## src/lsi_pkg.sv

```systemverilog
// ****************************************************************
// link status indicator package
// ****************************************************************
package lsi_pkg;

  // ****************************************************************
  // register map
  // ****************************************************************
  localparam logic [3:0] LSI_ADDR_CTRL = 4'h0;
  localparam logic [3:0] LSI_ADDR_STATUS = 4'h1;
  localparam logic [3:0] LSI_ADDR_DIM = 4'h2;
  localparam logic [3:0] LSI_ADDR_DIVIDE = 4'h3;

  // ctrl field positions
  localparam int LSI_CTRL_PS_LO = 0;
  localparam int LSI_CTRL_PS_VALID = 2;
  localparam int LSI_CTRL_SS_CONN = 3;
  localparam int LSI_CTRL_HS_CONN = 4;
  localparam int LSI_CTRL_HS_SUSP = 5;
  localparam int LSI_CTRL_ACTIVITY = 6;

  // status field positions
  localparam int LSI_STAT_BUTTON = 0;
  localparam int LSI_STAT_STRAP_LO = 1;
  localparam int LSI_STAT_STRAP_OK = 3;
  localparam int LSI_STAT_PRESS = 4;

  // ****************************************************************
  // reset values
  // ****************************************************************
  localparam logic [31:0] LSI_CTRL_RST = 32'h0000_0000;
  localparam logic [7:0] LSI_DIM_RST = 8'h80;
  localparam logic [15:0] LSI_DIVIDE_RST = 16'h0100;
  localparam logic [31:0] LSI_UNMAPPED_DATA = 32'h0000_0000;

  // ****************************************************************
  // codes and timing
  // ****************************************************************
  localparam logic [1:0] LSI_PS_U0 = 2'h3;
  localparam logic [1:0] LSI_PS_U1 = 2'h2;
  localparam logic [1:0] LSI_PS_U2 = 2'h1;
  localparam logic [1:0] LSI_PS_U3 = 2'h0;
  localparam logic [1:0] LSI_STRAP_40MHZ = 2'h3;
  localparam int LSI_CLK_MHZ = 200;
  localparam int LSI_HEARTBEAT_MS = 250;
  localparam int LSI_HEARTBEAT_CYC = LSI_HEARTBEAT_MS * 1000 * LSI_CLK_MHZ;

  typedef enum logic [1:0] {
    LSI_PS_U3_type_dummy
  } lsi_unused_type;

  typedef struct packed {
    logic ss_conn;
    logic hs_conn;
    logic hs_susp;
    logic activity;
    logic ps_valid;
    logic [1:0] ps_code;
  } lsi_ctrl_type;

  typedef struct packed {
    logic write;
    logic read;
    logic [3:0] address;
    logic [31:0] writedata;
  } lsi_req_type;

endpackage : lsi_pkg

```

## src/lsi_top.sv

```systemverilog
// Implementation choices: the Avalon-MM slave port and the register addresses.
`timescale 1ns/1ps
module lsi_top
  import lsi_pkg::*;
#(
  parameter int HEARTBEAT_CYC = LSI_HEARTBEAT_CYC,
  parameter int PWM_BITS = 8
) (
  // clock and reset
  input wire logic CLK,
  input wire logic RST_N,
  // avalon-mm slave
  input wire logic [3:0] AVS_ADDRESS,
  input wire logic AVS_READ,
  input wire logic AVS_WRITE,
  input wire logic [31:0] AVS_WRITEDATA,
  output logic [31:0] AVS_READDATA,
  output logic AVS_WAITREQUEST,
  // board pins
  input wire logic BUTTON_IN,
  input wire logic [1:0] REF_FREQ_STRAP,
  output logic HEARTBEAT_OUT,
  output logic [1:0] SS_POWER_STATE_CODE,
  output logic HS_SUSPEND_OUT,
  output logic HS_CONNECTED_OUT,
  output logic SS_CONNECTED_OUT,
  output logic ACTIVITY_DIMMER,
  output logic SUSPEND_FADER
);

  // ****************************************************************
  // parameter checks
  // ****************************************************************
  // the heartbeat counter needs a terminal count above zero
  if (HEARTBEAT_CYC < 2) begin : g_bad_heartbeat
    $error("lsi_top: HEARTBEAT_CYC below 2");
  end
  // the dimmer duty is cut from the top bits of an 8-bit register
  if (PWM_BITS < 2) begin : g_bad_pwm_low
    $error("lsi_top: PWM_BITS below 2");
  end
  if (PWM_BITS > 8) begin : g_bad_pwm_high
    $error("lsi_top: PWM_BITS above 8");
  end

  // ****************************************************************
  // helpers
  // ****************************************************************
  function automatic logic addr_hit(input logic [3:0] addr, input logic [3:0] reg_addr);
    return addr == reg_addr;
  endfunction : addr_hit

  // ****************************************************************
  // bus slave
  // ****************************************************************
  lsi_ctrl_type ctrl_r;
  logic [7:0] dim_r;
  logic [15:0] divide_r;
  logic ack_r;
  logic press_r;
  logic [1:0] btn_sync_r;
  logic btn_prev_r;
  logic [1:0] strap_r;
  logic [1:0] strap_meta_r;
  logic [1:0] strap_sync_r;
  logic [1:0] strap_wait_r;

  wire logic req_w = (AVS_READ || AVS_WRITE) && !ack_r;
  // writes commit at the edge where the master sees waitrequest low
  wire logic wr_take = AVS_WRITE && ack_r;
  wire logic wr_ctrl = wr_take && addr_hit(AVS_ADDRESS, LSI_ADDR_CTRL);
  wire logic wr_dim = wr_take && addr_hit(AVS_ADDRESS, LSI_ADDR_DIM);
  wire logic wr_div = wr_take && addr_hit(AVS_ADDRESS, LSI_ADDR_DIVIDE);
  wire logic clr_press = wr_take && addr_hit(AVS_ADDRESS, LSI_ADDR_STATUS) && AVS_WRITEDATA[LSI_STAT_PRESS];
  // a zero step count would wrap the compare to one step per 65536 periods, so it is stored as one
  wire logic [15:0] div_in = (AVS_WRITEDATA[15:0] == 16'h0000) ? 16'h0001 : AVS_WRITEDATA[15:0];
  // strap is taken once both synchroniser stages hold the pin value
  wire logic strap_take = (strap_wait_r == 2'h2);
  wire logic press_evt = btn_sync_r[1] && !btn_prev_r;
  wire logic strap_ok = (strap_r == LSI_STRAP_40MHZ);

  wire logic [31:0] ctrl_word = {25'h0000000, ctrl_r.activity, ctrl_r.hs_susp, ctrl_r.hs_conn,
                                 ctrl_r.ss_conn, ctrl_r.ps_valid, ctrl_r.ps_code};
  wire logic [31:0] stat_word = {27'h0000000, press_r, strap_ok, strap_r, btn_sync_r[1]};
  wire logic [31:0] rd_mux = (AVS_ADDRESS == LSI_ADDR_CTRL) ? ctrl_word :
                             (AVS_ADDRESS == LSI_ADDR_STATUS) ? stat_word :
                             (AVS_ADDRESS == LSI_ADDR_DIM) ? {24'h000000, dim_r} :
                             (AVS_ADDRESS == LSI_ADDR_DIVIDE) ? {16'h0000, divide_r} :
                             LSI_UNMAPPED_DATA;

  // one wait cycle per access; answer on the second edge
  always_ff @(posedge CLK or negedge RST_N) begin
    if (!RST_N) begin
      ack_r <= 1'b0;
      AVS_WAITREQUEST <= 1'b1;
      AVS_READDATA <= 32'h0000_0000;
    end else begin
      ack_r <= req_w;
      AVS_WAITREQUEST <= !req_w;
      AVS_READDATA <= req_w ? rd_mux : 32'h0000_0000;
    end
  end

  // ****************************************************************
  // control registers
  // ****************************************************************
  always_ff @(posedge CLK or negedge RST_N) begin
    if (!RST_N) begin
      ctrl_r <= lsi_ctrl_type'(LSI_CTRL_RST[6:0]);
    end else if (wr_ctrl) begin
      ctrl_r.ps_code <= AVS_WRITEDATA[LSI_CTRL_PS_LO +: 2];
      ctrl_r.ps_valid <= AVS_WRITEDATA[LSI_CTRL_PS_VALID];
      ctrl_r.ss_conn <= AVS_WRITEDATA[LSI_CTRL_SS_CONN];
      ctrl_r.hs_conn <= AVS_WRITEDATA[LSI_CTRL_HS_CONN];
      ctrl_r.hs_susp <= AVS_WRITEDATA[LSI_CTRL_HS_SUSP];
      ctrl_r.activity <= AVS_WRITEDATA[LSI_CTRL_ACTIVITY];
    end
  end

  always_ff @(posedge CLK or negedge RST_N) begin
    if (!RST_N) begin
      dim_r <= LSI_DIM_RST;
    end else if (wr_dim) begin
      dim_r <= AVS_WRITEDATA[7:0];
    end
  end

  always_ff @(posedge CLK or negedge RST_N) begin
    if (!RST_N) begin
      divide_r <= LSI_DIVIDE_RST;
    end else if (wr_div) begin
      divide_r <= div_in;
    end
  end

  // ****************************************************************
  // button
  // ****************************************************************
  // two flops tame the asynchronous button pin
  always_ff @(posedge CLK or negedge RST_N) begin
    if (!RST_N) begin
      btn_sync_r <= 2'h0;
      btn_prev_r <= 1'b0;
    end else begin
      btn_sync_r <= {btn_sync_r[0], BUTTON_IN};
      btn_prev_r <= btn_sync_r[1];
    end
  end

  // press flag: a new press wins over a clear in the same cycle
  always_ff @(posedge CLK or negedge RST_N) begin
    if (!RST_N) begin
      press_r <= 1'b0;
    end else begin
      press_r <= press_evt || (press_r && !clr_press);
    end
  end

  // ****************************************************************
  // strap
  // ****************************************************************
  always_ff @(posedge CLK or negedge RST_N) begin
    if (!RST_N) begin
      strap_meta_r <= 2'h0;
      strap_sync_r <= 2'h0;
    end else begin
      strap_meta_r <= REF_FREQ_STRAP;
      strap_sync_r <= strap_meta_r;
    end
  end

  // captured once after reset; later strap changes are ignored
  always_ff @(posedge CLK or negedge RST_N) begin
    if (!RST_N) begin
      strap_wait_r <= 2'h0;
      strap_r <= 2'h0;
    end else begin
      strap_wait_r <= (strap_wait_r == 2'h3) ? 2'h3 : strap_wait_r + 2'h1;
      if (strap_take) begin
        strap_r <= strap_sync_r;
      end
    end
  end

  // ****************************************************************
  // heartbeat
  // ****************************************************************
  logic [31:0] hb_cnt_r;
  wire logic hb_wrap = (hb_cnt_r == 32'(HEARTBEAT_CYC - 1));

  always_ff @(posedge CLK or negedge RST_N) begin
    if (!RST_N) begin
      hb_cnt_r <= 32'h0000_0000;
    end else begin
      hb_cnt_r <= hb_wrap ? 32'h0000_0000 : hb_cnt_r + 32'h0000_0001;
    end
  end

  always_ff @(posedge CLK or negedge RST_N) begin
    if (!RST_N) begin
      HEARTBEAT_OUT <= 1'b0;
    end else if (hb_wrap) begin
      HEARTBEAT_OUT <= !HEARTBEAT_OUT;
    end
  end

  // ****************************************************************
  // pwm engines
  // ****************************************************************
  logic [PWM_BITS-1:0] pwm_cnt_r;
  logic [15:0] step_cnt_r;
  logic [PWM_BITS-1:0] fade_r;
  logic fade_up_r;

  localparam logic [PWM_BITS-1:0] PWM_MAX = {PWM_BITS{1'b1}};
  wire logic fade_on = ctrl_r.hs_susp || (ctrl_r.ps_valid && ctrl_r.ps_code == LSI_PS_U3);
  wire logic pwm_wrap = (pwm_cnt_r == PWM_MAX);
  wire logic step = pwm_wrap && (step_cnt_r >= divide_r - 16'h0001);
  wire logic [PWM_BITS-1:0] dim_duty = dim_r[7 -: PWM_BITS];

  // free-running period counter shared by both engines
  always_ff @(posedge CLK or negedge RST_N) begin
    if (!RST_N) begin
      pwm_cnt_r <= '0;
    end else begin
      pwm_cnt_r <= pwm_cnt_r + 1'b1;
    end
  end

  // counts whole periods between fade steps
  always_ff @(posedge CLK or negedge RST_N) begin
    if (!RST_N) begin
      step_cnt_r <= 16'h0000;
    end else if (pwm_wrap) begin
      step_cnt_r <= step ? 16'h0000 : step_cnt_r + 16'h0001;
    end
  end

  // duty ramps up to full, then down to zero, while fading is wanted
  always_ff @(posedge CLK or negedge RST_N) begin
    if (!RST_N) begin
      fade_r <= '0;
      fade_up_r <= 1'b1;
    end else begin
      if (!fade_on) begin
        fade_r <= '0;
        fade_up_r <= 1'b1;
      end else if (step) begin
        if (fade_up_r) begin
          fade_r <= fade_r + 1'b1;
          fade_up_r <= (fade_r != PWM_MAX - 1'b1);
        end else begin
          fade_r <= fade_r - 1'b1;
          fade_up_r <= (fade_r == {{(PWM_BITS-1){1'b0}}, 1'b1});
        end
      end
    end
  end

  // ****************************************************************
  // indicator outputs
  // ****************************************************************
  always_ff @(posedge CLK or negedge RST_N) begin
    if (!RST_N) begin
      SS_POWER_STATE_CODE <= LSI_PS_U3;
      HS_SUSPEND_OUT <= 1'b0;
      HS_CONNECTED_OUT <= 1'b0;
      SS_CONNECTED_OUT <= 1'b0;
      ACTIVITY_DIMMER <= 1'b0;
      SUSPEND_FADER <= 1'b0;
    end else begin
      SS_POWER_STATE_CODE <= ctrl_r.ps_valid ? ctrl_r.ps_code : LSI_PS_U3;
      HS_SUSPEND_OUT <= ctrl_r.hs_susp;
      HS_CONNECTED_OUT <= ctrl_r.hs_conn;
      SS_CONNECTED_OUT <= ctrl_r.ss_conn;
      ACTIVITY_DIMMER <= ctrl_r.activity && (pwm_cnt_r < dim_duty);
      SUSPEND_FADER <= fade_on && (pwm_cnt_r < fade_r);
    end
  end

endmodule : lsi_top

```

## config.mk

```make
export PLATFORM = sky130hd
export DESIGN_NAME = lsi_top
export DESIGN_NICKNAME = d
export VERILOG_FILES = /design/src/lsi_pkg.sv /design/src/lsi_top.sv
export SDC_FILE = /design/constraint.sdc
export NUM_CORES = 1
export LEC_CHECK = 0
export BUFFER_PORTS_ARGS = -buffer_cell sky130_fd_sc_hd__clkbuf_2
export CAP_MARGIN = 0
export CORE_UTILIZATION = 30
export CTS_BUF_LIST = sky130_fd_sc_hd__clkbuf_8 sky130_fd_sc_hd__clkbuf_16
export CTS_CLUSTER_DIAMETER = 100
export DETAILED_ROUTE_END_ITERATION = 10
export SYNTH_ARGS = -nofsm -noshare
export SYNTH_HDL_FRONTEND = slang
export SYNTH_SLANG_ARGS = --single-unit
```

## constraint.sdc

```tcl
create_clock -name CLK -period 3.67 [get_ports CLK]
set_input_delay 0.734 -clock CLK [delete_from_list [all_inputs] [get_ports CLK]]
set_output_delay 0.734 -clock CLK [all_outputs]
set_load 0.05 [all_outputs]
```

# Word level (Yosys, flattened, before mapping)
# Index checks and enable logic that the tools add are counted.
[word_totals]
reg_bits = 134
in_bits = 43
wordCells = 91
[op_classes]
add_sub_neg = 7
order_cmp = 3
eq_ne = 11
muxes = 16
reduce_logical = 24
[op_table]
columns = ["cell", "n"]
rows = [
  ["16-bit 2-to-1 mux", 7],
  ["32-bit by 1-bit adder with 32-bit output, second input constant", 1],
  ["32-bit by 26-bit == test with 1-bit output, second input constant", 1],
  ["32-bit 2-to-1 mux", 1],
  ["8-bit 2-to-1 mux", 3],
  ["16-bit by 1-bit adder with 16-bit output, second input constant", 1],
  ["8-bit by 1-bit adder with 8-bit output, second input constant", 2],
  ["16-bit >= comparator", 1],
  ["16-bit zero test", 1],
  ["8-bit < comparator", 2],
  ["16-bit by 1-bit subtractor with 16-bit output, second input constant", 1],
  ["1-bit logical AND", 13],
  ["4-bit by 2-bit == test with 1-bit output, second input constant", 2],
  ["8-bit by 1-bit == test with 1-bit output, second input constant", 1],
  ["8-bit == test, second input constant", 1],
  ["8-bit inequality test, second input constant", 1],
  ["8-bit by 1-bit subtractor with 8-bit output, second input constant", 1],
  ["2-bit == test, second input constant", 3],
  ["1-bit zero test", 5],
  ["4-bit by 1-bit == test with 1-bit output, second input constant", 1],
  ["4-bit zero test", 1],
  ["2-bit 2-to-1 mux", 2],
  ["1-bit logical OR", 3],
  ["1-bit 2-to-1 mux", 3],
  ["3 further kinds", 3],
]

# Depth between registers and ports, before layout
[depth]
ltp_word = 6
depth_mapped = 16
depth_no_buf = 14

# Worst setup path before layout
# Ideal clock, no wire load.
[synth_timing]
path_type = "flip-flop to flip-flop"
start = "reg divide_r[9]"
end = "reg fade_r[4]"
setup_ps = 78
arrival_time_ps = 3912
required_time_ps = 3592
path_slack_ps = -320
stages_incl_launch_ff = 14
path_buffers = 1
path_cell_list = "dfrtp_1 > or3_1 > or4_1 > or4_1 > nor3_1 > xnor2_1 > ha_1 > nand4_2 > nor3_2 > or4b_1 > and3_4 > buf_6 > or4_1 > a21oi_1"
[synth_via]
elab_chain_len = 4
[synth_rtl]
columns = ["item", "line", "text"]
rows = [
  ["start: declaration", "lsi_top.sv:58", "logic [15:0] divide_r;"],
  ["start signal: assignment", "lsi_top.sv:132", "divide_r <= div_in;"],
  ["16-bit by 1-bit subtractor with 16-bit output", "lsi_top.sv:218", "wire logic step = pwm_wrap && (step_cnt_r >= divide_r - 16'h0001);"],
  ["16-bit >= comparator", "lsi_top.sv:218", ""],
  ["1-bit logical AND", "lsi_top.sv:218", ""],
  ["2-bit by 1-bit inequality test with 1-bit output (no source line)", "--", ""],
  ["end signal: assignment", "lsi_top.sv:250", "fade_r <= fade_r + 1'b1;"],
  ["end signal: assignment", "lsi_top.sv:253", "fade_r <= fade_r - 1'b1;"],
  ["end: declaration", "lsi_top.sv:212", "logic [PWM_BITS-1:0] fade_r;"],
]
# No other way between the ends.
# A chain may end at the register's enable or synchronous reset.

# Worst setup path after layout
[layout_timing]
start = "reg divide_r[9]"
end = "reg fade_r[2]"
# Same word-level chain as after synthesis.

==> out/qor.yml <==
peakVddDrop_mv: 0.353
hpwl_um: 11100
core-area_sq_um: 22000
fmax_mhz: 251
maxCapViolations: 0
synthFlopType: "dfrtp_1"
post-place-cells: 998
power_uw: 4350
rsz0062_at_grt: "true"
grt_pass1_vias: 4915
num_antenna_cells: 0
routed_wl_um: 15700
grt_max_degree: 68
start_kind: "register"
die-area_sq_um: 23100
fin_tns_setup_ns: -3.73
num_vias: 5097
fill_cells: 2176
start_util_pct: 30.7
drc: 10
clock_sinks: 134
violations: "DRC, setup timing"
end_kind: "register"
synthCells: 651
finalWorstSetupSlack_ns: -0.310
synth_area_per_cell_sq_um: 10.4
whs_ns: 0.300
ys_ff_latch: 134
cts_root_buf: "clkbuf_16"
port_buffers: 51
design.portCount: 84
finalNetCount: 823
period_needed_ns: 3.98
place_congestion: 0.791
finalNonFillerCells: 1035
drt_iter0_markers: 314
antenna_found_initial: 1
die_h_um: 152
fin_util_pct: 37.6
finalCritPeriodShare_pct: 108
worstPathMaxFanout: 6
async_flop_share_pct: 100
cts_max_level: 4
power.density_nw_per_um2: 526
critical_path_class: "register to register"
yosysTopAreaCell: "dfrtp_1"
cp.arrival_ns: 4.32
layout-drive-gt1-share_pct: 21.2
rows: 54
worstPathRequired_ns: 4.01
syn-cell-area_sq_um: 6740
fin_worst_skew_ns: 0.00816
cts_tree: "yes"
grt_pass1_wl_um: 26200
die_w_um: 152
grt.overflow.total: 0
worst-slew-pin-transition_ns: 1.04
track_usage_pct: 14.3
clockBufferDepth: 2
area_growth_pct: 22.6
maxSlewViolCount: 0
min-delay-path-class: "input pin to asynchronous set/reset pin"
synthTopCellsByArea: "dfrtp_1 (48%), ha_1 (7.1%), xnor2_1 (4.0%)"
clk_latency_ns: 0.43
post_drt_wl_per_cell_um: 15.2
clk_pin_slew_ns: 0.06
leakage_uw: 0.00377
yosysTopAreaCellShare_pct: 48.3
slew_headroom_pct: 30.5
synth-edff-count: 0
status: "finished with violations"
drtAntennaViolNets: 0
yosysSeqAreaShare_pct: 49.8
hold_viol_final: 0
cts_buffers: 17
yosysWarnings: 0
synth.distinct_cells: 49
setup_viol: 24
via_per_inst: 4.92
drt_pass1_iterations: 7
-- worst paths after layout --
kind | start | endpoint | slack [ns] | cells past startpoint
setup reg to reg | divide_r[9] | fade_r[2] | -0.31 | 13
max in group asynchronous | RST_N | fade_up_r | 2.53 | 2
setup / recovery | divide_r[9] | fade_r[2] | -0.31 | 13
hold / removal | RST_N | divide_r[6] | 0.30 | 1
min in group CLK | btn_sync_r[0] | btn_sync_r[1] | 0.36 | 0
hold reg to reg | btn_sync_r[0] | btn_sync_r[1] | 0.36 | 0
-- flip-flops by register name, indices dropped and copies added, names as in the netlist, 2 cells and up --
signal,flops
divide_r,16
ctrl_r,7
strap_r,2
hb_cnt_r,32
pwm_cnt_r,8
btn_sync_r,2
fade_r,8
strap_sync_r,2
dim_duty,8
step_cnt_r,16
strap_wait_r,2
SS_POWER_STATE_CODE,2
AVS_READDATA,16
strap_meta_r,2
-- what timing repair did --
action | CTS | global route
pin swaps | 1 | 5
endpoints found under the setup margin | 25 | 25
setup buffers | 0 | 4
cloned | 1 | 0
hold buffers | 0 | 0
resized for setup | 2 | 12
-- cell families (layout without fill, tap and decap cells) --
family | count (synthesis) | in the layout | synth area share [%]
compound gates | 102 | 102 | 9.75
xor+xnor | 57 | 57 | 7.41
fa+ha+maj | 38 | 38 | 7.05
buf+inv | 61 | 149 | 4.42
flops | 134 | 134 | 49.8
mux | 19 | 19 | 3.12
other cells | 1 | 16 | 0.0556
simple gates | 239 | 240 | 18.4
-- layer usage --
metal  vias to the layer above  GRT usage [%]  share of wire [%]
met4                         2           4.96                1.3
met2                        93           22.8                 47
met3                        19           3.05                3.4
met5                         -              0              0.083
met1                      2512           19.3                 48
li1                       2471              -                  -
-- where the power goes --
group	leakage, uW	switching, uW	internal, uW
clock	0.000331	661	1360
combinational	0.00170	400	267
sequential	0.00174	77.6	1590
total	0.00377	1140	3210
-- critical path, stage by stage, from the launching register on --
cell     delay [ns]
dfrtp_1        0.37
or3_1          0.38
or4_4          0.42
or4_4          0.46
nor3_4         0.13
xnor2_1        0.08
ha_1           0.32
nand4_2        0.12
nor3_2         0.22
or4b_4         0.50
buf_4          0.16
and3_4         0.20
or4_1          0.40
a21oi_1        0.13
-- cell usage in the layout (no fill, tap or decap), types with 14 or more instances in the layout --
cell type	instances
a21oi_1	21
a22o_1	14
and3_1	16
buf_4	36
clkbuf_16	17
clkbuf_2	50
conb_1	16
dfrtp_1	130
ha_1	38
inv_1	31
mux2_2	16
nand2_1	47
nand3_1	30
nand4_1	16
nor2_1	52
nor3_1	18
o21ai_0	27
xnor2_1	31
xor2_1	26
-- synth_stat cells, types with 4 or more instances --
library cell  instances
a211oi_1              4
a21o_1                6
a21oi_1              26
a22o_1               14
a22oi_1               7
a31oi_1               4
and2_1                8
and3_1               16
buf_4                16
clkbuf_1             13
dfrtp_1             130
dfstp_2               4
ha_1                 38
inv_1                29
mux2_2               16
nand2_1              47
nand2b_1              6
nand3_1              30
nand4_1              16
nor2_1               52
nor2b_1               5
nor3_1               19
nor4_1                9
o21ai_0              27
o31ai_1               6
or2_2                 4
or3_1                 5
or4_1                12
xnor2_1              31
xor2_1               26
-- per-stage QoR --
step,worst slack [ns],cell area (sq um)
global placement,-0.268,7480
finish,-0.310,8260
detailed placement,-0.289,7480
global route,-0.455,8260
CTS,-0.264,8190
floorplan,-0.260,6810
-- final cells by class --
cell class | count | area (sq um) | area share [%]
clock buffer | 18 | 439 | 5.31
clock inverter | 14 | 256 | 3.10
timing repair buffer | 88 | 543 | 6.57
tap | 280 | 350 | 4.24
multi-input combinational | 472 | 3210 | 38.8
sequential | 134 | 3360 | 40.6
inverter | 29 | 109 | 1.32
Power figures use the tool's default switching activity.
